### src/common/fdmc_defs.svh
/*
  Constants of the fault and diagnostic mode controller: fast channel
  code ranges, slow channel identifier and timing counts.
  Assumes a 100 MHz system clock.
*/
`ifndef FDMC_DEFS_SVH
`define FDMC_DEFS_SVH
`define FDMC_FC_INIT       12'h000  // Initialization value, no data yet
`define FDMC_FC_DATA_MAX   12'hff8  // Largest legal measurement value
`define FDMC_FC_FAULT_BASE 12'hff9  // First reserved fault code
`define FDMC_FC_FAULT_MAX  12'hfff  // Last reserved fault code
`define FDMC_FC_SEL_MAX    3'h6     // Highest fault code selector
`define FDMC_SDM_STATUS_ID 8'h01    // Slow channel status message id
`define FDMC_CMD_ENTRY     8'h5a    // Command state entry code, arbitrary
`define FDMC_CLK_NS        10       // Clock period in ns
`define FDMC_WDG_NS        20000    // Watchdog timeout in ns
`define FDMC_WDG_CYC       ((`FDMC_WDG_NS + `FDMC_CLK_NS - 1) / `FDMC_CLK_NS)
`endif

### src/common/fdmc_pkg.sv
/*
  Types of the fault and diagnostic mode controller.
  Assumes fdmc_defs.svh for the numeric constants.
*/
package fdmc_pkg;
  // Diagnostic state, one-hot
  typedef enum logic [2:0] {
    DIAG_NORMAL = 3'b001,
    DIAG_TEMP   = 3'b010,
    DIAG_STATIC = 3'b100
  } fdmc_diag_e;
  // Per check configuration
  typedef struct packed {
    logic        static_sel;  // Check belongs to static mode
    logic [2:0]  fc_sel;      // Fast channel code offset
    logic [1:0]  stat_map;    // Status nibble bits driven
    logic [11:0] sdm_code;    // Slow channel status code
  } fdmc_fault_cfg_s;
  // Fault messaging options
  typedef struct packed {
    logic fc;
    logic stat;
    logic sdm;
  } fdmc_msg_en_s;
  // Content handed to the frame serializer
  typedef struct packed {
    logic [11:0] fc_value;
    logic [1:0]  status_bits;
    logic [7:0]  sdm_id;
    logic [11:0] sdm_data;
  } fdmc_frame_s;
endpackage

### src/rtl/fdmc_top.sv
/*
  Fault handling and diagnostic mode control with a measurement FIFO.
  Assumes check results, frame ticks and one-wire commands come from
  logic on clk_sys; the pin driver resolves dout_o and dout_oe.
*/
`timescale 1ns/100ps
`include "fdmc_defs.svh"

module fdmc_fifo #(
  parameter int W = 12,
  parameter int D = 4
) (
  input  wire logic         clk_sys,   // System clock
  input  wire logic         reset,     // Synchronous reset
  input  wire logic         in_valid,  // Write request
  output logic              in_ready,  // Space available
  input  wire logic [W-1:0] in_data,   // Write data
  output logic              out_valid, // Data available
  input  wire logic         out_ready, // Read request
  output logic [W-1:0]      out_data   // Head word
);
  localparam int AW = $clog2(D);
  logic [W-1:0]  mem [D];      // Storage
  logic [AW-1:0] wp;           // Write pointer
  logic [AW-1:0] rp;           // Read pointer
  logic [AW:0]   cnt;          // Fill level
  wire           push = in_valid & in_ready;
  wire           pop  = out_valid & out_ready;
  assign in_ready  = (cnt != (AW+1)'(D));
  assign out_valid = (cnt != '0);
  assign out_data  = mem[rp];
  // Pointers wrap at the depth, which need not be a power of two
  always_ff @(posedge clk_sys) begin
    if (reset) begin
      wp  <= '0;
      rp  <= '0;
      cnt <= '0;
    end else begin
      if (push) wp <= (wp == AW'(D-1)) ? '0 : wp + 1'b1;
      if (pop) rp <= (rp == AW'(D-1)) ? '0 : rp + 1'b1;
      cnt <= cnt + (AW+1)'(push) - (AW+1)'(pop);
    end
  end
  // Storage write
  always_ff @(posedge clk_sys) begin
    if (push) mem[wp] <= in_data;
  end
endmodule // fdmc_fifo

// Overview of operation
// RQ1: Failing check enters its diagnostic mode
// RQ2: Two modes; each check assigned to one
// RQ3: Static mode halts measurement and conditioning
// RQ4: Static stops frames; pin high or released
// RQ5: Static: one-wire on, pages readable, entry command
// RQ6: Static watchdog restarts and clears status
// RQ7: Temporary mode keeps cycles and checks running
// RQ8: Temporary mode frames carry fault indication
// RQ9: Temporary: one-wire on; master overpowers pin
// RQ10: Leave temporary mode once fault gone
// RQ11: Only temporary checks are confirmation filtered
// RQ12: Up/down counter delays entry and exit
// RQ13: Values 4089..4095 never sent as data
// RQ14: Fast channel 0 until data available
// RQ15: Highest priority fault code on fast channel
// RQ16: Status bits follow configurable fault map
// RQ17: Slow channel id 01 carries status code
// RQ18: Slow channel carries highest priority code
// RQ19: Confirmed fault sent within two frames
// RQ20: Counter saturates; threshold enters, zero leaves
module fdmc_top
  import fdmc_pkg::*;
#(
  parameter int N  = 8,   // Supervised checks
  parameter int CW = 4,   // Confirmation counter width
  parameter int FD = 4    // Measurement FIFO depth
) (
  input  wire logic                        clk_sys,         // 100 MHz clock
  input  wire logic                        reset,           // Sync reset
  input  wire logic                        check_strobe,    // Check results valid
  input  wire logic [N-1:0]                fault_fail,      // Per check fail
  input  fdmc_pkg::fdmc_fault_cfg_s [N-1:0] fault_cfg,      // Per check setup
  input  fdmc_pkg::fdmc_msg_en_s           msg_en,          // Messaging options
  input  wire logic [CW-1:0]               conf_threshold,  // Confirmation count
  input  wire logic                        static_hiz,      // Release pin in static
  input  wire logic                        wdg_enable,      // Watchdog on
  input  wire logic                        meas_valid,      // Measurement strobe
  input  wire logic [11:0]                 meas_data,       // Conditioned value
  output logic                             meas_ready,      // FIFO space
  input  wire logic                        frame_tick,      // Frame start
  input  wire logic                        sent_level,      // Serializer level
  input  wire logic                        owi_cmd_valid,   // One-wire command
  input  wire logic [7:0]                  owi_cmd,         // Command code
  output fdmc_pkg::fdmc_frame_s            frame_out,       // Frame content
  output logic                             frame_valid,     // Frame content pulse
  output logic                             meas_run,        // Cycles may run
  output logic                             dout_o,          // Pin level
  output logic                             dout_oe,         // Pin driven
  output logic                             one_wire_port_en, // One-wire receive on
  output logic                             owi_pages_rd,    // Output pages readable
  output logic                             command_state,   // Command state reached
  output fdmc_pkg::fdmc_diag_e             diagnostic_state, // Mode
  output logic                             restart          // Watchdog restart pulse
);
  import fdmc_pkg::*;

  localparam int WDG = `FDMC_WDG_CYC;

  // Lowest index wins
  function automatic int prio_idx(input logic [N-1:0] v);
    prio_idx = 0;
    for (int i = N - 1; i >= 0; i--) begin
      if (v[i]) prio_idx = i;
    end
  endfunction

  logic [CW-1:0]  conf_cnt;     // Confirmation counter
  logic [N-1:0]   act;          // Temporary faults of latest failing strobe
  logic [15:0]    wdg_cnt;      // Watchdog counter
  logic [11:0]    last_data;    // Latest measurement sent
  logic           have_data;    // First value seen
  logic           fifo_valid;   // FIFO head valid
  logic [11:0]    fifo_data;    // FIFO head

  // Static checks bypass filtering entirely
  wire [N-1:0] static_mask;
  for (genvar g = 0; g < N; g++) begin : g_mask
    assign static_mask[g] = fault_cfg[g].static_sel;  // RQ2
  end
  wire         rst_all    = reset | restart;
  wire         is_static  = (diagnostic_state == DIAG_STATIC);
  wire         is_temp    = (diagnostic_state == DIAG_TEMP);
  wire         static_hit = check_strobe & |(fault_fail & static_mask);   // RQ11
  wire         temp_hit   = |(fault_fail & ~static_mask);
  wire         cnt_top    = (conf_cnt >= conf_threshold);
  wire [CW-1:0] next_cnt  = !check_strobe ? conf_cnt :
                            temp_hit ? (cnt_top ? conf_cnt : conf_cnt + 1'b1) :
                            (conf_cnt == '0 ? conf_cnt : conf_cnt - 1'b1);   // RQ20
  wire         enter_tmp  = check_strobe & temp_hit & (next_cnt >= conf_threshold);
  // A failing strobe never leaves, even with a zero threshold
  wire         leave_tmp  = check_strobe & !temp_hit & (next_cnt == '0);

  // Mode sequencing; static is left only by reset or watchdog
  always_ff @(posedge clk_sys) begin
    if (rst_all) begin
      diagnostic_state <= DIAG_NORMAL;
    end else begin
      case (diagnostic_state)
        DIAG_NORMAL: begin
          if (static_hit) diagnostic_state <= DIAG_STATIC;       // RQ1
          else if (enter_tmp) diagnostic_state <= DIAG_TEMP;     // RQ12
        end
        DIAG_TEMP: begin
          if (static_hit) diagnostic_state <= DIAG_STATIC;
          else if (leave_tmp) diagnostic_state <= DIAG_NORMAL;   // RQ10
        end
        DIAG_STATIC: diagnostic_state <= DIAG_STATIC;
        default: diagnostic_state <= DIAG_NORMAL;
      endcase
    end
  end

  // Filter keeps counting in temporary mode, frozen in static
  always_ff @(posedge clk_sys) begin
    if (rst_all) begin
      conf_cnt <= '0;
      act      <= '0;
    end else if (!is_static) begin
      conf_cnt <= next_cnt;                                      // RQ7
      if (check_strobe && temp_hit) act <= fault_fail & ~static_mask;
      else if (leave_tmp) act <= '0;
    end
  end

  // Watchdog counts only while halted in static mode
  always_ff @(posedge clk_sys) begin
    if (rst_all) wdg_cnt <= '0;
    else if (is_static && wdg_enable) wdg_cnt <= wdg_cnt + 1'b1;
  end
  assign restart = is_static & wdg_enable & (wdg_cnt == 16'(WDG - 1)); // RQ6

  // Halting cycles in static also stalls the measurement source
  assign meas_run = !is_static;                                  // RQ3
  // A frame start on the edge that enters static is dropped as well
  wire fifo_pop   = frame_tick & !is_static & !static_hit;
  fdmc_fifo #(.W(12), .D(FD)) u_fifo (
    .clk_sys   (clk_sys),
    .reset     (rst_all),
    .in_valid  (meas_valid & meas_run),
    .in_ready  (meas_ready),
    .in_data   (meas_data),
    .out_valid (fifo_valid),
    .out_ready (fifo_pop),
    .out_data  (fifo_data)
  );

  // Fault selection, decided from confirmed faults
  wire [N-1:0] top_vec   = is_temp ? act : '0;
  wire [2:0]   sel_raw   = fault_cfg[prio_idx(top_vec)].fc_sel;
  wire [2:0]   sel       = (sel_raw > `FDMC_FC_SEL_MAX) ? `FDMC_FC_SEL_MAX : sel_raw;
  wire [11:0]  fault_fc  = `FDMC_FC_FAULT_BASE + {9'h000, sel};            // RQ15
  wire [11:0]  sdm_code  = fault_cfg[prio_idx(top_vec)].sdm_code;         // RQ18
  // All options off would hide the fault, so the fast channel stands in
  wire         fc_on     = msg_en.fc | ~(msg_en.stat | msg_en.sdm);       // RQ8
  wire [11:0]  cur_data  = fifo_valid ? fifo_data : last_data;
  wire         cur_have  = fifo_valid | have_data;
  wire [11:0]  data_fc   = (cur_data > `FDMC_FC_DATA_MAX) ? `FDMC_FC_DATA_MAX
                         : cur_data;                                      // RQ13
  logic [1:0]  stat_or;
  always_comb begin
    stat_or = 2'b00;
    for (int i = 0; i < N; i++) begin
      if (top_vec[i]) stat_or = stat_or | fault_cfg[i].stat_map;          // RQ16
    end
  end
  wire [11:0]  next_fc   = (is_temp && fc_on) ? fault_fc :
                           !cur_have ? `FDMC_FC_INIT : data_fc;           // RQ14

  // Frame content refreshed at every frame start outside static mode and its entry edge
  always_ff @(posedge clk_sys) begin
    if (rst_all) begin
      frame_out   <= '0;
      frame_valid <= 1'b0;
      last_data   <= '0;
      have_data   <= 1'b0;
    end else begin
      frame_valid <= fifo_pop;                                   // RQ4
      if (fifo_valid && fifo_pop) begin
        last_data <= fifo_data;
        have_data <= 1'b1;
      end
      if (fifo_pop) begin
        frame_out.fc_value    <= next_fc;                        // RQ19
        frame_out.status_bits <= msg_en.stat ? stat_or : 2'b00;
        frame_out.sdm_id      <= `FDMC_SDM_STATUS_ID;            // RQ17
        frame_out.sdm_data    <= (is_temp && msg_en.sdm) ? sdm_code : 12'h000;
      end
    end
  end

  // Pin: static drives high or releases; else serializer level
  assign dout_o  = is_static ? 1'b1 : sent_level;                // RQ4
  assign dout_oe = is_static ? !static_hiz : 1'b1;
  // Receiver listens in every mode; master overpowers the driven level
  assign one_wire_port_en = 1'b1;                                // RQ9
  assign owi_pages_rd     = is_static;                           // RQ5

  // Command state entered only by the entry command
  always_ff @(posedge clk_sys) begin
    if (rst_all) command_state <= 1'b0;
    else if (owi_cmd_valid && owi_cmd == `FDMC_CMD_ENTRY) command_state <= 1'b1; // RQ5
  end

  property p_static_halt;
    @(posedge clk_sys) disable iff (reset) is_static |-> !meas_run && !frame_valid;
  endproperty
  a_static_halt: assert property (p_static_halt) else $error("static not halted"); // RQ3
  property p_static_pin;
    @(posedge clk_sys) disable iff (reset)
      is_static |-> (dout_oe == !static_hiz) && dout_o;
  endproperty
  a_static_pin: assert property (p_static_pin) else $error("static pin wrong"); // RQ4
  property p_static_now;
    @(posedge clk_sys) disable iff (reset) static_hit && !restart |=> is_static;
  endproperty
  a_static_now: assert property (p_static_now) else $error("static filtered"); // RQ11
  property p_wdg;
    @(posedge clk_sys) disable iff (reset) restart |=> diagnostic_state == DIAG_NORMAL
      && conf_cnt == '0 && !command_state;
  endproperty
  a_wdg: assert property (p_wdg) else $error("watchdog restart failed"); // RQ6
  property p_enter;
    @(posedge clk_sys) disable iff (rst_all)
      diagnostic_state == DIAG_NORMAL && !static_hit && enter_tmp |=> is_temp;
  endproperty
  a_enter: assert property (p_enter) else $error("no temporary entry"); // RQ12
  property p_leave;
    @(posedge clk_sys) disable iff (rst_all)
      is_temp && !static_hit && check_strobe && !temp_hit && conf_cnt == 1
      |=> diagnostic_state == DIAG_NORMAL;
  endproperty
  a_leave: assert property (p_leave) else $error("no return to normal"); // RQ10
  property p_fault_frame;
    @(posedge clk_sys) disable iff (rst_all) is_temp && fc_on && frame_tick && !static_hit
      |=> frame_valid && frame_out.fc_value >= `FDMC_FC_FAULT_BASE;
  endproperty
  a_fault_frame: assert property (p_fault_frame) else $error("fault not framed"); // RQ19
  property p_data_range;
    @(posedge clk_sys) disable iff (rst_all) frame_valid && !$past(is_temp)
      |-> frame_out.fc_value <= `FDMC_FC_DATA_MAX;
  endproperty
  a_data_range: assert property (p_data_range) else $error("reserved value as data"); // RQ13
  // Nothing measured yet: the frame carries the initialization value
  property p_init;
    @(posedge clk_sys) disable iff (rst_all) frame_valid && !$past(is_temp) && !$past(cur_have)
      |-> frame_out.fc_value == `FDMC_FC_INIT;
  endproperty
  a_init: assert property (p_init) else $error("no initialization value"); // RQ14
  property p_sdm_id;
    @(posedge clk_sys) disable iff (reset) frame_valid |-> frame_out.sdm_id == 8'h01;
  endproperty
  a_sdm_id: assert property (p_sdm_id) else $error("status id wrong"); // RQ17
  c_temp:   cover property (@(posedge clk_sys) is_temp ##[1:200] !is_temp && !is_static);
  c_static: cover property (@(posedge clk_sys) static_hit ##1 is_static);
  c_full:   cover property (@(posedge clk_sys) !meas_ready);
  // Watchdog restart out of static
  c_restart: cover property (@(posedge clk_sys) restart);
endmodule // fdmc_top

### config.mk
export PLATFORM = sky130hd
export DESIGN_NAME = fdmc_top
export DESIGN_NICKNAME = d
export VERILOG_FILES = /design/src/common/fdmc_pkg.sv /design/src/rtl/fdmc_top.sv
export VERILOG_INCLUDE_DIRS = /design/src /design/src/common
export SDC_FILE = /design/constraint.sdc
export NUM_CORES = 1
export LEC_CHECK = 0
export BUFFER_PORTS_ARGS = -buffer_cell sky130_fd_sc_hd__buf_2
export CAP_MARGIN = 20
export CORE_ASPECT_RATIO = 1.2
export CORE_MARGIN = 4
export CORE_UTILIZATION = 50
export DETAILED_ROUTE_END_ITERATION = 10
export PLACE_DENSITY = 0.79
export REMOVE_ABC_BUFFERS = 1
export SLEW_MARGIN = 5
export SYNTH_ARGS = -nofsm -noshare
export SYNTH_HDL_FRONTEND = slang
export SYNTH_SLANG_ARGS = --single-unit
### constraint.sdc
create_clock -name clk_sys -period 9.9 [get_ports clk_sys]
set_input_delay 1.485 -clock clk_sys [delete_from_list [all_inputs] [get_ports clk_sys]]
set_output_delay 1.485 -clock clk_sys [all_outputs]
set_load 0.01 [all_outputs]
# [Word level (Yosys, flattened, before mapping)]
# Memory sizes are Yosys's and may differ from the RTL's. A register that Yosys moved wholly into a read port is not among the register bits.
# Index checks and enable logic that the tools add are counted.
[word_totals] inputBits=188 latchBits=0 memories=1 mem_bits_ro=0 ramBits=48 wordCells=131 out_inout_bits=46 register_bits=80
[mem_list] memory="u_fifo.mem" depth=4 word_bits=12 rd=1 rd_clocked_by_memory_dff=1 wr=1 line="fdmc_top.sv:23" source="logic [W-1:0] mem [D];"
[classes] multipliers=0 shift=0 addsub=8 n_lt_le_gt_ge=5 n_reduce_logical=18 n_bitwise=28 eq_ne=10 div_mod_pow=0 n_mux=46
[ops] op="two-way mux 32 bit" n=7
[ops] op="two-way mux 12 bit" n=5
[ops] op="binary-select mux 18 bit (select 3 bit)" n=1
[ops] op="two-way mux 17 bit" n=2
[ops] op="< comparator 32 x 5 -> 1 bit (second input constant)" n=1
[ops] op="two-way mux 2 bit" n=13
[ops] op="two-way mux 8 bit" n=3
[ops] op="two-way mux 3 bit" n=6
[ops] op="adder 16 x 1 -> 16 bit (second input constant)" n=1
[ops] op="bitwise AND 8 bit" n=2
[ops] op="== test 16 x 11 -> 1 bit (second input constant)" n=1
[ops] op="two-way mux 4 bit" n=4
[ops] op="OR reduction 8 bit" n=2
[ops] op="bitwise OR 2 bit" n=7
[ops] op="bitwise AND 1 bit" n=12
[ops] op="greater-than comparator 12 bit (second input constant)" n=1
[ops] op="case mux 3 bit (3 select lines)" n=1
[ops] op="== test 8 x 7 -> 1 bit (second input constant)" n=1
[ops] op="greater-or-equal comparator 4 bit" n=2
[ops] op="zero test 4 bit" n=2
[ops] op="NOT 8 bit" n=1
[ops] op="logical AND 1 bit" n=6
[ops] op="!= test 3 bit (second input constant)" n=2
[ops] op="adder 4 x 4 -> 5 bit (first input constant)" n=1
[ops] op="other kinds (18)" n=31

# [Logic depth before layout (Yosys ltp)]
# Gate-level depths: netlist of run 1.
[depth] depth_word=18 depth_mapped=16 depth_no_buf=16

# [Cells and area by module]
# Synthesis of run 1 repeated with hierarchy kept, for this count alone.
[hier_totals] cells_unflattened=682 hier_area_um2=7043.0
[modules_own_cells] module="fdmc_top" cells_per_inst=571 n_inst=1 area_per_inst_um2=4830.9 seq_area_each_um2=1461.4
[modules_own_cells] module="fdmc_fifo" cells_per_inst=111 n_inst=1 area_per_inst_um2=2212.1 seq_area_each_um2=1621.6

# [Least setup slack after synthesis of run 1]
# No wires, ideal clock.
[synth_path] path_kind="input-to-reg" startpoint="input port fault_fail[5]" endpoint="register u_fifo.cnt[2]" path_buffers=1 arrival_ns=4.187 required_time_ns=9.772 path_stages=14 slack_ns=5.585 setup_ns=0.128 cell_sequence="a22oi_1 > nand2_1 > o21ai_0 > nand3_1 > nor2_1 > buf_2 > ha_1 > inv_1 > ha_1 > inv_1 > fa_1 > xor2_1 > xnor2_1 > nor2_1"
[synth_via] elab_chain_len=7
[synth_lines] item="start, declared" line="fdmc_top.sv:81" source="input wire logic [N-1:0] fault_fail,"
[synth_lines] item="bitwise AND 8 bit" line="fdmc_top.sv:133" source="wire static_hit = check_strobe & |(fault_fail & static_mask);"
[synth_lines] item="OR reduction 8 bit" line="fdmc_top.sv:133"
[synth_lines] item="bitwise AND 1 bit" line="fdmc_top.sv:133"
[synth_lines] item="zero test 1 bit" line="fdmc_top.sv:185" source="wire fifo_pop = frame_tick & !is_static & !static_hit;"
[synth_lines] item="bitwise AND 1 bit" line="fdmc_top.sv:185"
[synth_lines] item="bitwise AND 1 bit" line="fdmc_top.sv:28" source="wire pop = out_valid & out_ready;"
[synth_lines] item="named net u_fifo.pop" line="fdmc_top.sv:28"
[synth_lines] item="subtractor 3 x 1 -> 3 bit" line="fdmc_top.sv:41" source="cnt <= cnt + (AW+1)'(push) - (AW+1)'(pop);"
[synth_lines] item="end signal, assigned" line="fdmc_top.sv:41"
[synth_lines] item="end, declared" line="fdmc_top.sv:26" source="logic [AW:0] cnt;"
# The timed path passes the listed nets, and every way through them passes these cells.
# A chain may end at the register's enable or synchronous reset.

# [Worst setup path after layout of run 1]
[layout_path] startpoint="input port conf_threshold[0]" endpoint="register diagnostic_state[0]"
[layout_via] elab_chain_len=8 word_cells_on_any_way=11 cone_classes="2 x order compare; 2 x eq/ne; 3 x mux; 2 x bitwise; 2 x reduce/logical"
[layout_lines] item="start, declared" line="fdmc_top.sv:84" source="input wire logic [CW-1:0] conf_threshold,"
[layout_lines] item="greater-or-equal comparator 4 bit (*)" line="fdmc_top.sv:135" source="wire cnt_top = (conf_cnt >= conf_threshold);"
[layout_lines] item="two-way mux 4 bit (*) (2 in a row)" line="fdmc_top.sv:137" source="temp_hit ? (cnt_top ? conf_cnt : conf_cnt + 1'b1) :"
[layout_lines] item="two-way mux 4 bit (*)" line="fdmc_top.sv:136" source="wire [CW-1:0] next_cnt = !check_strobe ? conf_cnt :"
[layout_lines] item="named net next_cnt[3]" line="fdmc_top.sv:136"
[layout_lines] item="greater-or-equal comparator 4 bit / zero test 4 bit (equally long branches)" line="fdmc_top.sv:139, fdmc_top.sv:141"
[layout_lines] item="bitwise AND 1 bit (on tied branches)" line="fdmc_top.sv:139, fdmc_top.sv:141"
[layout_lines] item="!= test 3 bit (no source line) / != test 3 x 1 -> 1 bit (equally long branches)"
[layout_lines] item="AND reduction 2 bit (no source line) (*)"
[layout_lines] item="end signal, assigned" line="fdmc_top.sv:146" source="diagnostic_state <= DIAG_NORMAL;"
[layout_lines] item="end signal, assigned" line="fdmc_top.sv:150" source="if (static_hit) diagnostic_state <= DIAG_STATIC;"
[layout_lines] item="end signal, assigned" line="fdmc_top.sv:151" source="else if (enter_tmp) diagnostic_state <= DIAG_TEMP;"
[layout_lines] item="end, declared" line="fdmc_top.sv:102" source="output fdmc_pkg::fdmc_diag_e diagnostic_state,"
# The timed path passes the listed nets; every way through them passes the cells marked *.

==> impl_metrics.csv, run 1 <==
group,metric,value,unit
cts,path_clk_slew,60,ps
logic_synthesis,synthArstFlopShare,0,%
grt,grt_pass1_wl,31.3,mm
place,dpl.hpwl,14.9,mm
floorplanning,core-area,0.0138,mm²
cts,cts_setup_buffers,0,
grt,antenna_found_initial,2,
setup_path,cp-end-kind,"register",
floorplanning,die-area,0.0161,mm²
logic_synthesis,syn-instance-count,787,
sta,fin_ws,5830,ps
floorplanning,io_pins,234,
routing,dr.pass1.iters,5,
layout,multi_input_area,0.00362,mm²
power_and_ir_drop,ir_worst_vdd,147,µV
place,post-place-ws,5410,ps
logic_synthesis,synth_edf_count,48,
flow_run,max_cap_violations,0,
sta,fin_skew,6.28,ps
sta,setup_viol,0,
sta,max_freq,0.245,GHz
power_and_ir_drop,sequentialPowerShare,41.0,%
cts,root_buffer,"clkbuf_16",
routing,vias,6662,
floorplanning,die_w,116,µm
outcome,status,"finished clean",
grt,grt_pass1_vias,6288,
cts,cts_tree,"built",
logic_synthesis,seq_area_frac_synth,43.7,%
routing,ant_nets,0,
layout,fill_cells,1159,
grt,gr-total-overflow,0,
setup_path,crit_path_start_kind,"primary input",
floorplanning,num_rows,47,
power_and_ir_drop,power.total,1.57,mW
layout,instances_no_fill,1177,
cts,cts_buffers,17,
sta,maxSlewHeadroom,38.0,%
layout,final_cell_mix,"225 x buf_2, 146 x nand2_1, 82 x dfxtp_1",
layout,drive_gt1_share,28.8,%
logic_synthesis,syn_avg_cell_area,8.96,µm²
place,place_congestion,0.943,
routing,drc,0,
sta,finalSetupTns,0,ps
logic_synthesis,synth_cell_types,67,
logic_synthesis,yosysTopAreaCell,"dfxtp_1",
place,port_buffers,225,
cts,insertion_delay,420,ps
power_and_ir_drop,combPwrFrac,18.8,%
power_and_ir_drop,power_frac_clock,40.3,%
cts,clock-sinks,130,
power_and_ir_drop,internal_power,1.11,mW
power_and_ir_drop,powerDensity,178,mW/mm²
logic_synthesis,yosys.area.top_type_share,23.3,%
setup_path,worstSetupPathType,"primary input to register",
layout,layout.nets,1200,
routing,first_iter_violations,643,
routing,avgViaCountPerCell,5.66,
sta,timing.hold.ws,447,ps
layout,layout_commonest_cell,"buf_2",
sta,period_share,41.2,%
cts,cts-hold-fix-buffers,0,
logic_synthesis,syn_area,0.00705,mm²
cts,postCtsResizedCells,0,
layout,seqCellArea,0.00308,mm²
setup_path,cp_data_required_time,10190,ps
sta,fin_crit,4070,ps
sta,hold_viol_final,0,
grt,grt_max_degree,53,
sta,grt_setup_unrepaired,"no",
setup_path,worstPathArrival,4360,ps
power_and_ir_drop,sw_frac_of_total,29.0,%
logic_synthesis,ys_ff_latch,130,
min_path,hp-class,"register to register",
logic_synthesis,synthTopCellsByArea,"dfxtp_1 23%, edfxtp_1 20%, nand2_1 7.8%, nor2_1 4.0%, mux4_2 3.8%",
routing,drt_wl_total,20.5,mm
routing,wire_per_inst,17.4,µm
power_and_ir_drop,p_sw,0.453,mW
floorplanning,start_util,51.0,%
place,place_inst,1144,
setup_path,crit_fanout,3,
grt,grtUsageTotal,24.4,%
power_and_ir_drop,leakagePower,3.84,nW
sta,worstMarginPinSlew,927,ps
cts,h-tree-depth,4,
sta,maxSlewViolCount,0,
floorplanning,fp.dieH,138,µm
logic_synthesis,ys.flop_type,"dfxtp_1",
cts,clock_path_buffers,2,
layout,syn_to_final_growth,24.5,%
logic_synthesis,ys_warn_count,0,
[cell type report]
class | instances | area share [%]
multi-input cells | 592 | 41.2
flip-flops and latches | 130 | 35.1
clock inverters | 15 | 1.97
inverters | 16 | 0.684
repair buffers | 235 | 13.7
diodes | 1 | 0.0285
clock buffers | 17 | 4.85
well taps | 171 | 2.44
[final timing paths]
check | to | cells past startpoint | slack, ps | startpoint
worst max-delay path | diagnostic_state[0]$_SDFFE_PP1P_ | 15 | 5830 | conf_threshold[0]
worst min-delay path | frame_out[8]$_SDFFE_PP0P_ | 2 | 450 | frame_out[8]$_SDFFE_PP0P_
worst max register to register | diagnostic_state[0]$_SDFFE_PP1P_ | 15 | 6410 | conf_cnt[0]$_SDFFE_PP0N_
worst min register to register | frame_out[8]$_SDFFE_PP0P_ | 2 | 450 | frame_out[8]$_SDFFE_PP0P_
[registers in the layout (all words and copies together) (netlist names), named ones only]
| name | cells |
|---|---|
| act | 8 |
| command_state | 1 |
| conf_cnt | 4 |
| diagnostic_state | 3 |
| frame_out | 27 |
| frame_valid | 1 |
| have_data | 1 |
| last_data | 12 |
| u_fifo.cnt | 3 |
| u_fifo.mem | 48 |
| u_fifo.rp | 2 |
| u_fifo.wp | 2 |
| wdg_cnt | 16 |
[cells in the mapped netlist (4+ instances only)]
cell type	count
a22oi_1	14
ha_1	19
nor4_1	4
nand4_1	12
mux2i_1	18
nand3_1	34
and2_1	9
edfxtp_1	48
and3_1	27
a31oi_1	22
and4_1	4
dfxtp_1	82
o21ai_0	29
nand2_1	146
a21o_1	4
clkbuf_1	23
buf_4	10
o21ai_1	13
mux4_2	12
nand2b_1	12
buf_6	7
a311oi_1	13
inv_1	16
nor2_1	75
buf_2	14
a21oi_1	35
nor3_1	9
or3_1	7
xnor2_1	6
xor2_1	9
[critical path: stages]
cell and delay, ps:
buf_2 110, ha_1 280, nand2b_1 130, a2111oi_0 380, nor3_1 150, nor4_1 240, o21ai_0 140, a221o_1 330
ha_1 270, o21ai_0 60, a21oi_1 120, o21ai_0 130, a211o_1 310, a21oi_1 130, o21ai_0 90
[cell families (layout without fill, tap and decap cells)]
group | count (synthesis) | after routing | synth area share (%)
adder cells (fa/ha/maj) | 20 | 20 | 3.66
AO/OA/AOI/OAI | 162 | 162 | 14.9
flip-flops | 130 | 130 | 43.7
other | 2 | 9 | 0.106
XOR/XNOR | 15 | 15 | 1.86
multiplexers | 31 | 31 | 6.55
AND/OR/NAND/NOR | 356 | 356 | 23.9
buffers and inverters | 71 | 283 | 5.31
[routing by layer]
layer  track usage (%)  part of all wire (%)  vias to the layer above
li1                  -                     -                     3255
met1              28.2                    39                     3082
met2              41.4                    49                      265
met3              6.60                   8.2                       56
met4              10.9                   3.9                        4
met5                 0                  0.13                        -
[stage by stage]
stage / util, % / area, µm²
detailed placement: 59.2 / 8180
CTS: 63.5 / 8780
floorplan: - / 6760
global placement: 59.1 / 8170
finish: 63.5 / 8780
global route: 63.5 / 8780
[power groups by stage]
stage | Combinational (mW) | Clock (mW) | Sequential, mW
final | 0.294 | 0.630 | 0.641
after global routing | 0.324 | 0.664 | 0.648
after CTS | 0.293 | 0.638 | 0.641
after detailed placement | 0.290 | 0 | 0.652
after global placement | 0.283 | 0 | 0.650
after floorplan | 0.181 | 0 | 0.643
No activity file was read; power rests on OpenSTA's default activity.
==> run 2, diff against run 1 <==
ABC_AREA = 1   (was not set)
CORE_UTILIZATION = 47   (was 50)
PLACE_DENSITY = 0.77   (was 0.79)
clock period = 3.7 ns   (was 9.9 ns; I/O delays follow)
==> run 2 against run 1 <==
Count of clock-buffer cells in the layout increased by 2. Design area increased by 6.4%. Largest power group unchanged. Flip-flop and latch count unchanged. Final cell count increased by 21%. Total power increased to 2.8 times the previous value. First-iteration DRC count decreased by 28%. Critical endpoint is now frame_out[24]$_SDFFE_PP0P_. Largest cell class unchanged. Global-route usage decreased by 1.3 points. Highest routed layer is now met4. Register-to-register slack got worse by 5600 ps. Die area increased by 13%.
==> impl_metrics.csv, run 2 <==
group,metric,value,unit
cts,cts_buffers,17,
cts,cts_tree,"built",
floorplanning,io_pins,234,
layout,final_cell_mix,"225 x buf_2, 189 x nand2_1, 112 x nor2_1",
routing,vias,7331,
layout,multi_input_area,0.00375,mm²
sta,period_share,78.5,%
routing,avgViaCountPerCell,5.14,
flow_run,max_cap_violations,0,
min_path,whs_path_depth,1,
cts,cts-hold-fix-buffers,0,
cts,root_buffer,"clkbuf_16",
setup_path,crit_fanout,60,
min_path,worstHoldStart,"meas_data[0]",
sta,fin_crit,2900,ps
logic_synthesis,synthAdderAreaFrac,3.42,%
place,port_buffers,225,
layout,biggestRegsByFlops,"u_fifo.mem (48), frame_out (27), wdg_cnt (16)",
logic_synthesis,seq_area_frac_synth,40.9,%
power_and_ir_drop,ir_worst_vdd,262,µV
logic_synthesis,syn_avg_cell_area,7.63,µm²
floorplanning,core-area,0.0157,mm²
setup_path,crit_start,"diagnostic_state[2]$_SDFFE_PP0P_",
setup_path,reg2reg_slack,800,ps
floorplanning,num_rows,50,
logic_synthesis,yosysMostFrequentCell,"nand2_1",
routing,first_iter_violations,460,
grt,grt_pass1_wl,33.1,mm
setup_path,worstPathArrival,3190,ps
logic_synthesis,synthTopCellsByArea,"dfxtp_1 22%, edfxtp_1 19%, nand2_1 9.4%, nand3_1 6.2%, nor2_1 5.6%",
layout,final_util,59.5,%
cts,insertion_delay,410,ps
floorplanning,die_w,124,µm
logic_synthesis,synthArstFlopShare,0,%
sta,worstMarginPinSlew,911,ps
layout,regMostFlops,"u_fifo.mem",
setup_path,regToRegEndpoint,"frame_out[24]$_SDFFE_PP0P_",
cts,cts_setup_buffers,0,
logic_synthesis,synth-simple-area-share,26.9,%
sta,maxSlewViolCount,0,
setup_path,r2r_start,"diagnostic_state[2]$_SDFFE_PP0P_",
cts,h-tree-depth,4,
logic_synthesis,yosys.area.top_type_share,21.8,%
logic_synthesis,synth_mux_area_share,0,%
logic_synthesis,synth-compound-area-share,18.4,%
grt,grt_max_degree,61,
setup_path,cp-end-kind,"register",
grt,grtUsageTotal,23.1,%
routing,wire_per_inst,14.8,µm
cts,clock-sinks,130,
layout,syn_to_final_growth,23.9,%
setup_path,worstSetupPathType,"register to register",
sta,setup_viol,0,
layout,drive_gt1_share,27.8,%
cts,postCtsResizedCells,0,
floorplanning,start_util,48.0,%
layout,layout.nets,1409,
layout,layout_commonest_cell,"buf_2",
setup_path,r2r.worst_path.cells,20,
routing,ant_nets,0,
power_and_ir_drop,leakagePower,4.31,nW
layout,largest_register_ffs,48,
logic_synthesis,syn-instance-count,988,
grt,gr-total-overflow,0,
logic_synthesis,ys_ff_latch,130,
grt,grt_pass1_vias,6974,
place,place_congestion,0.967,
routing,dr.pass1.iters,5,
cts,path_clk_slew,60,ps
sta,grt_setup_unrepaired,"no",
min_path,min_to,"u_fifo.mem[2][0]$_DFFE_PP_",
layout,fill_cells,1443,
setup_path,crit_path_start_kind,"register",
min_path,hp-class,"primary input to register",
place,dpl.hpwl,15.9,mm
sta,max_freq,0.344,GHz
logic_synthesis,ys.flop_type,"dfxtp_1",
logic_synthesis,yosys-top-cells-count,"189 x nand2_1, 112 x nor2_1, 103 x inv_1",
sta,maxSlewHeadroom,39.0,%
logic_synthesis,synth_edf_count,48,
routing,drc,0,
logic_synthesis,synth_cell_types,51,
power_and_ir_drop,power.total,4.45,mW
routing,drt_wl_total,21.1,mm
floorplanning,die-area,0.0181,mm²
cts,clock_path_buffers,2,
logic_synthesis,ys_warn_count,0,
floorplanning,fp.dieH,147,µm
outcome,status,"finished clean",
sta,fin_skew,6.64,ps
grt,antenna_found_initial,3,
logic_synthesis,synth_top_family_by_area,"simple AND/OR/NAND/NOR gates",
layout,seqCellArea,0.00308,mm²
logic_synthesis,yosysTopAreaCell,"dfxtp_1",
logic_synthesis,syn_area,0.00754,mm²
logic_synthesis,synth_xor_area_share,0.581,%
setup_path,cp_data_required_time,3990,ps
power_and_ir_drop,powerDensity,476,mW/mm²
sta,hold_viol_final,0,
[run 2: per-stage QoR]
step           hold WS [ps]  cell area, µm²  setup TNS, ps  setup WS (ps)  cells
5_1_grt                 341            9340              0            483   1425
3_3_place_gp            428            8740              0            705   1390
6_report                355            9340              0            797   1425
3_5_place_dp            437            8740              0            687   1390
4_1_cts                 337            9330              0            797   1422
2_1_floorplan           435            7260           -119           -119    944
[run 2: cell families (layout without fill, tap and decap cells)]
kind of cell / count (synthesis) / in the layout
and+or+nand+nor: 449 / 449
AOI/OAI and AO/OA: 221 / 221
buffers and inverters: 161 / 381
DFF: 130 / 130
adders and majority gates: 20 / 20
xor gates and xnor gates: 5 / 5
other: 2 / 11
[run 2: cell type report]
class,count,area share (%)
Timing Repair Buffer,238,13.1
Multi-Input combinational cell,703,40.1
Clock buffer,19,4.63
Tap cell,208,2.79
Inverter,111,4.54
Clock inverter,13,1.71
Antenna cell,3,0.0804
Sequential cell,130,33.0
[run 2: worst max path at each step]
stage                                  endpoint  slack (ps)
6_report             frame_out[24]$_SDFFE_PP0P_         800
5_1_grt               frame_out[4]$_SDFFE_PP0P_         480
3_3_place_gp   diagnostic_state[1]$_SDFFE_PP0P_         700
2_1_floorplan          u_fifo.cnt[2]$_SDFF_PP0_        -120
4_1_cts              frame_out[24]$_SDFFE_PP0P_         800
3_5_place_dp   diagnostic_state[1]$_SDFFE_PP0P_         690
[run 2: power breakdown]
group	internal (mW)	switching, mW
clock	1.06	0.602
sequential	1.64	0.0848
combinational	0.395	0.672
[run 2: worst max-delay path: stages (launching register included)]
cell      delay, ps
dfxtp_1         360
nor2_4          170
nand2_4          90
inv_4           150
nand2_2         120
nand2_1          90
nand2_1          70
nand2_2         120
nand2_4         110
nand2_4         430
nand2_1         110
nand3_1         100
nand3_1          80
nand2_1         110
nand2_1          60
nand2_1          70
inv_1            40
ha_1            180
nand3b_1        150
nand3_1          80
a21oi_1          60
[run 2: routing by layer]
layer	part of all wire, %	track usage, %
met1	41	28.2
met3	7.4	6.20
met4	3.4	9.42
met5	0	0
met2	48	38.1
==> run 3, diff against run 2 <==
ABC_AREA = 0   (was 1)
CORE_UTILIZATION = 50   (was 47)
PLACE_DENSITY = 0.79   (was 0.77)
clock period = 2.8 ns   (was 3.7 ns; I/O delays follow)
==> run 3 against run 2 <==
The flow now finishes with violations (negative setup slack). Critical path depth decreased by 3. Non-clock buffer count increased by 45. Hold slack got worse by 160 ps. Sequential power increased by 30%. Setup slack got worse by 900 ps. First-iteration DRC count increased by 23%. Fmax increased by 0.14%. Total power increased by 21%. Count of clock-buffer cells in the layout decreased by 1. Wire length decreased by 2.7%. Die area decreased by 11%. Largest power group unchanged.
==> impl_metrics.csv, run 3 (synthesis results as in run 1) <==
group,metric,value,unit
sta,fin_ws,-99.4,ps
cts,insertion_delay,410,ps
min_path,hp-class,"primary input to register",
sta,fin_skew,7.55,ps
layout,largest_register_ffs,48,
grt,antenna_found_initial,2,
setup_path,worstSetupPathType,"register to register",
power_and_ir_drop,powerDensity,587,mW/mm²
setup_path,cp_top_family,"compound AO/OA/AOI/OAI gates",
sta,maxSlewHeadroom,57.7,%
setup_path,crit_fanout,4,
place,dpl.hpwl,15.6,mm
grt,grt_max_degree,33,
cts,clock-sinks,130,
floorplanning,io_pins,234,
routing,wire_per_inst,16.8,µm
power_and_ir_drop,power_frac_clock,36.6,%
place,place_congestion,0.984,
cts,path_clk_slew,60,ps
routing,avgViaCountPerCell,5.58,
cts,root_buffer,"clkbuf_16",
setup_path,cp-end-kind,"register",
routing,dr.pass1.iters,5,
sta,fin_crit,2900,ps
routing,drc,0,
floorplanning,num_rows,47,
setup_path,worstPathArrival,3200,ps
cts,cts_tree,"built",
routing,ant_nets,0,
layout,layout_commonest_cell,"buf_2",
power_and_ir_drop,leakagePower,4.05,nW
setup_path,slowest_delay,340,ps
layout,biggestRegsByFlops,"u_fifo.mem (48), frame_out (27), wdg_cnt (16)",
layout,final_cell_mix,"225 x buf_2, 146 x nand2_1, 80 x dfxtp_1",
grt,grt_pass1_wl,31.9,mm
grt,grtUsageTotal,25.0,%
cts,h-tree-depth,4,
sta,worstMarginPinSlew,635,ps
layout,final_cell_area,0.00917,mm²
setup_path,cp_data_required_time,3100,ps
sta,finalSetupTns,-194,ps
power_and_ir_drop,combPwrFrac,21.8,%
floorplanning,die-area,0.0161,mm²
sta,hold_viol_final,0,
flow_run,max_cap_violations,0,
grt,grt_pass1_vias,6419,
power_and_ir_drop,sequentialPowerShare,41.5,%
routing,vias,6826,
place,port_buffers,225,
layout,layout.nets,1248,
setup_path,crit_chain,"inv_2, ha_4, nand2b_4, a2111oi_4, nor3_2, buf_4, nor2_4, a22o_1, nand2_1, a21o_1, ha_1, o21ai_1, a21oi_1, o21ai_1, buf_4, o22ai_2, and4b_1",
place,dpl_cell_area,0.00853,mm²
power_and_ir_drop,p_sw,1.57,mW
outcome,violations,"negative setup slack",
setup_path,timing.critical_path.buf_inv,3,
cts,cts-hold-fix-buffers,0,
setup_path,slowest_stage,"dfxtp_2",
cts,clock_path_buffers,2,
outcome,status,"complete, but fails checks",
sta,maxSlewViolCount,0,
sta,setup_viol,2,
layout,regMostFlops,"u_fifo.mem",
setup_path,crit_path_start_kind,"register",
power_and_ir_drop,internal_power,3.81,mW
routing,drt_wl_total,20.5,mm
floorplanning,fp.dieH,138,µm
sta,period_share,104,%
routing,first_iter_violations,566,
power_and_ir_drop,sw_frac_of_total,29.2,%
sta,grt_setup_unrepaired,"yes",
cts,cts_buffers,17,
sta,timing.hold.ws,194,ps
floorplanning,start_util,51.0,%
floorplanning,core-area,0.0138,mm²
layout,drive_gt1_share,33.6,%
layout,syn_to_final_growth,30.1,%
power_and_ir_drop,ir_worst_vdd,551,µV
sta,max_freq,0.345,GHz
floorplanning,die_w,116,µm
grt,gr-total-overflow,0,
run 3: cell types whose count changed in the layout (fill, tap and decap cells not counted), sizes merged, moves of 13 or more:
| cell | before | now |
|---|---|---|
| and3 | 0 | 27 |
| o21ai | 102 | 42 |
| nand2 | 200 | 146 |
| a22oi | 1 | 15 |
| a311oi | 0 | 13 |
| nand3 | 96 | 34 |
| buf | 238 | 283 |
| mux2i | 0 | 18 |
| a31oi | 0 | 22 |
| o211ai | 26 | 5 |
| inv | 112 | 20 |
| a21oi | 72 | 35 |
| nor2 | 119 | 75 |
run 3: power groups by stage:
stage / Clock, mW / Combinational [mW] / Sequential (mW)
floorplan: 0 / 0.639 / 2.27
global placement: 0 / 1.11 / 2.26
detailed placement: 0 / 1.13 / 2.27
CTS: 2.00 / 1.17 / 2.23
global route: 2.09 / 1.30 / 2.25
finish: 1.97 / 1.18 / 2.24
run 3: final cells by class:
class	count	area [µm²]
antenna	1	2.50
clock buffer	18	429
clock inverter	13	104
fill	1130	4650
inverter	16	60.1
multi-input combinational	592	3720
sequential	130	3090
tap	171	214
timing repair buffer	283	1560
run 3: timing repair:
item,CTS,global route
gates cloned,0,0
pin swaps,10,7
gates resized for setup,14,12
buffers inserted,1,0
setup endpoints to repair,2,7
run 3: final timing paths:
check / startpoint / endpoint / slack, ps / depth (start not counted)
max: conf_cnt[0]$_SDFFE_PP0N_ / diagnostic_state[1]$_SDFFE_PP0P_ / -100 / 17
min reg2reg: frame_out[3]$_SDFFE_PP0P_ / frame_out[3]$_SDFFE_PP0P_ / 440 / 2
min: reset / wdg_cnt[2]$_SDFFE_PP0P_ / 190 / 2
max reg2reg: conf_cnt[0]$_SDFFE_PP0N_ / diagnostic_state[1]$_SDFFE_PP0P_ / -100 / 17
run 3: metal layers:
layer | vias up | routed length (µm) | track usage (%)
li1 | 3339 | - | -
met1 | 3145 | 7630 | 28.0
met2 | 281 | 10400 | 43.0
met3 | 57 | 1710 | 6.47
met4 | 4 | 817 | 12.5
met5 | - | 26 | 0
run 3: metrics by stage:
stage	utilization, %	worst slack [ps]	power [mW]	std cells
floorplan	-	-779	2.91	738
global placement	61.7	-560	3.37	1191
detailed placement	61.7	-687	3.40	1191
CTS	66.0	-200	5.41	1223
global route	66.4	-260	5.64	1223
finish	66.4	-99.4	5.39	1224
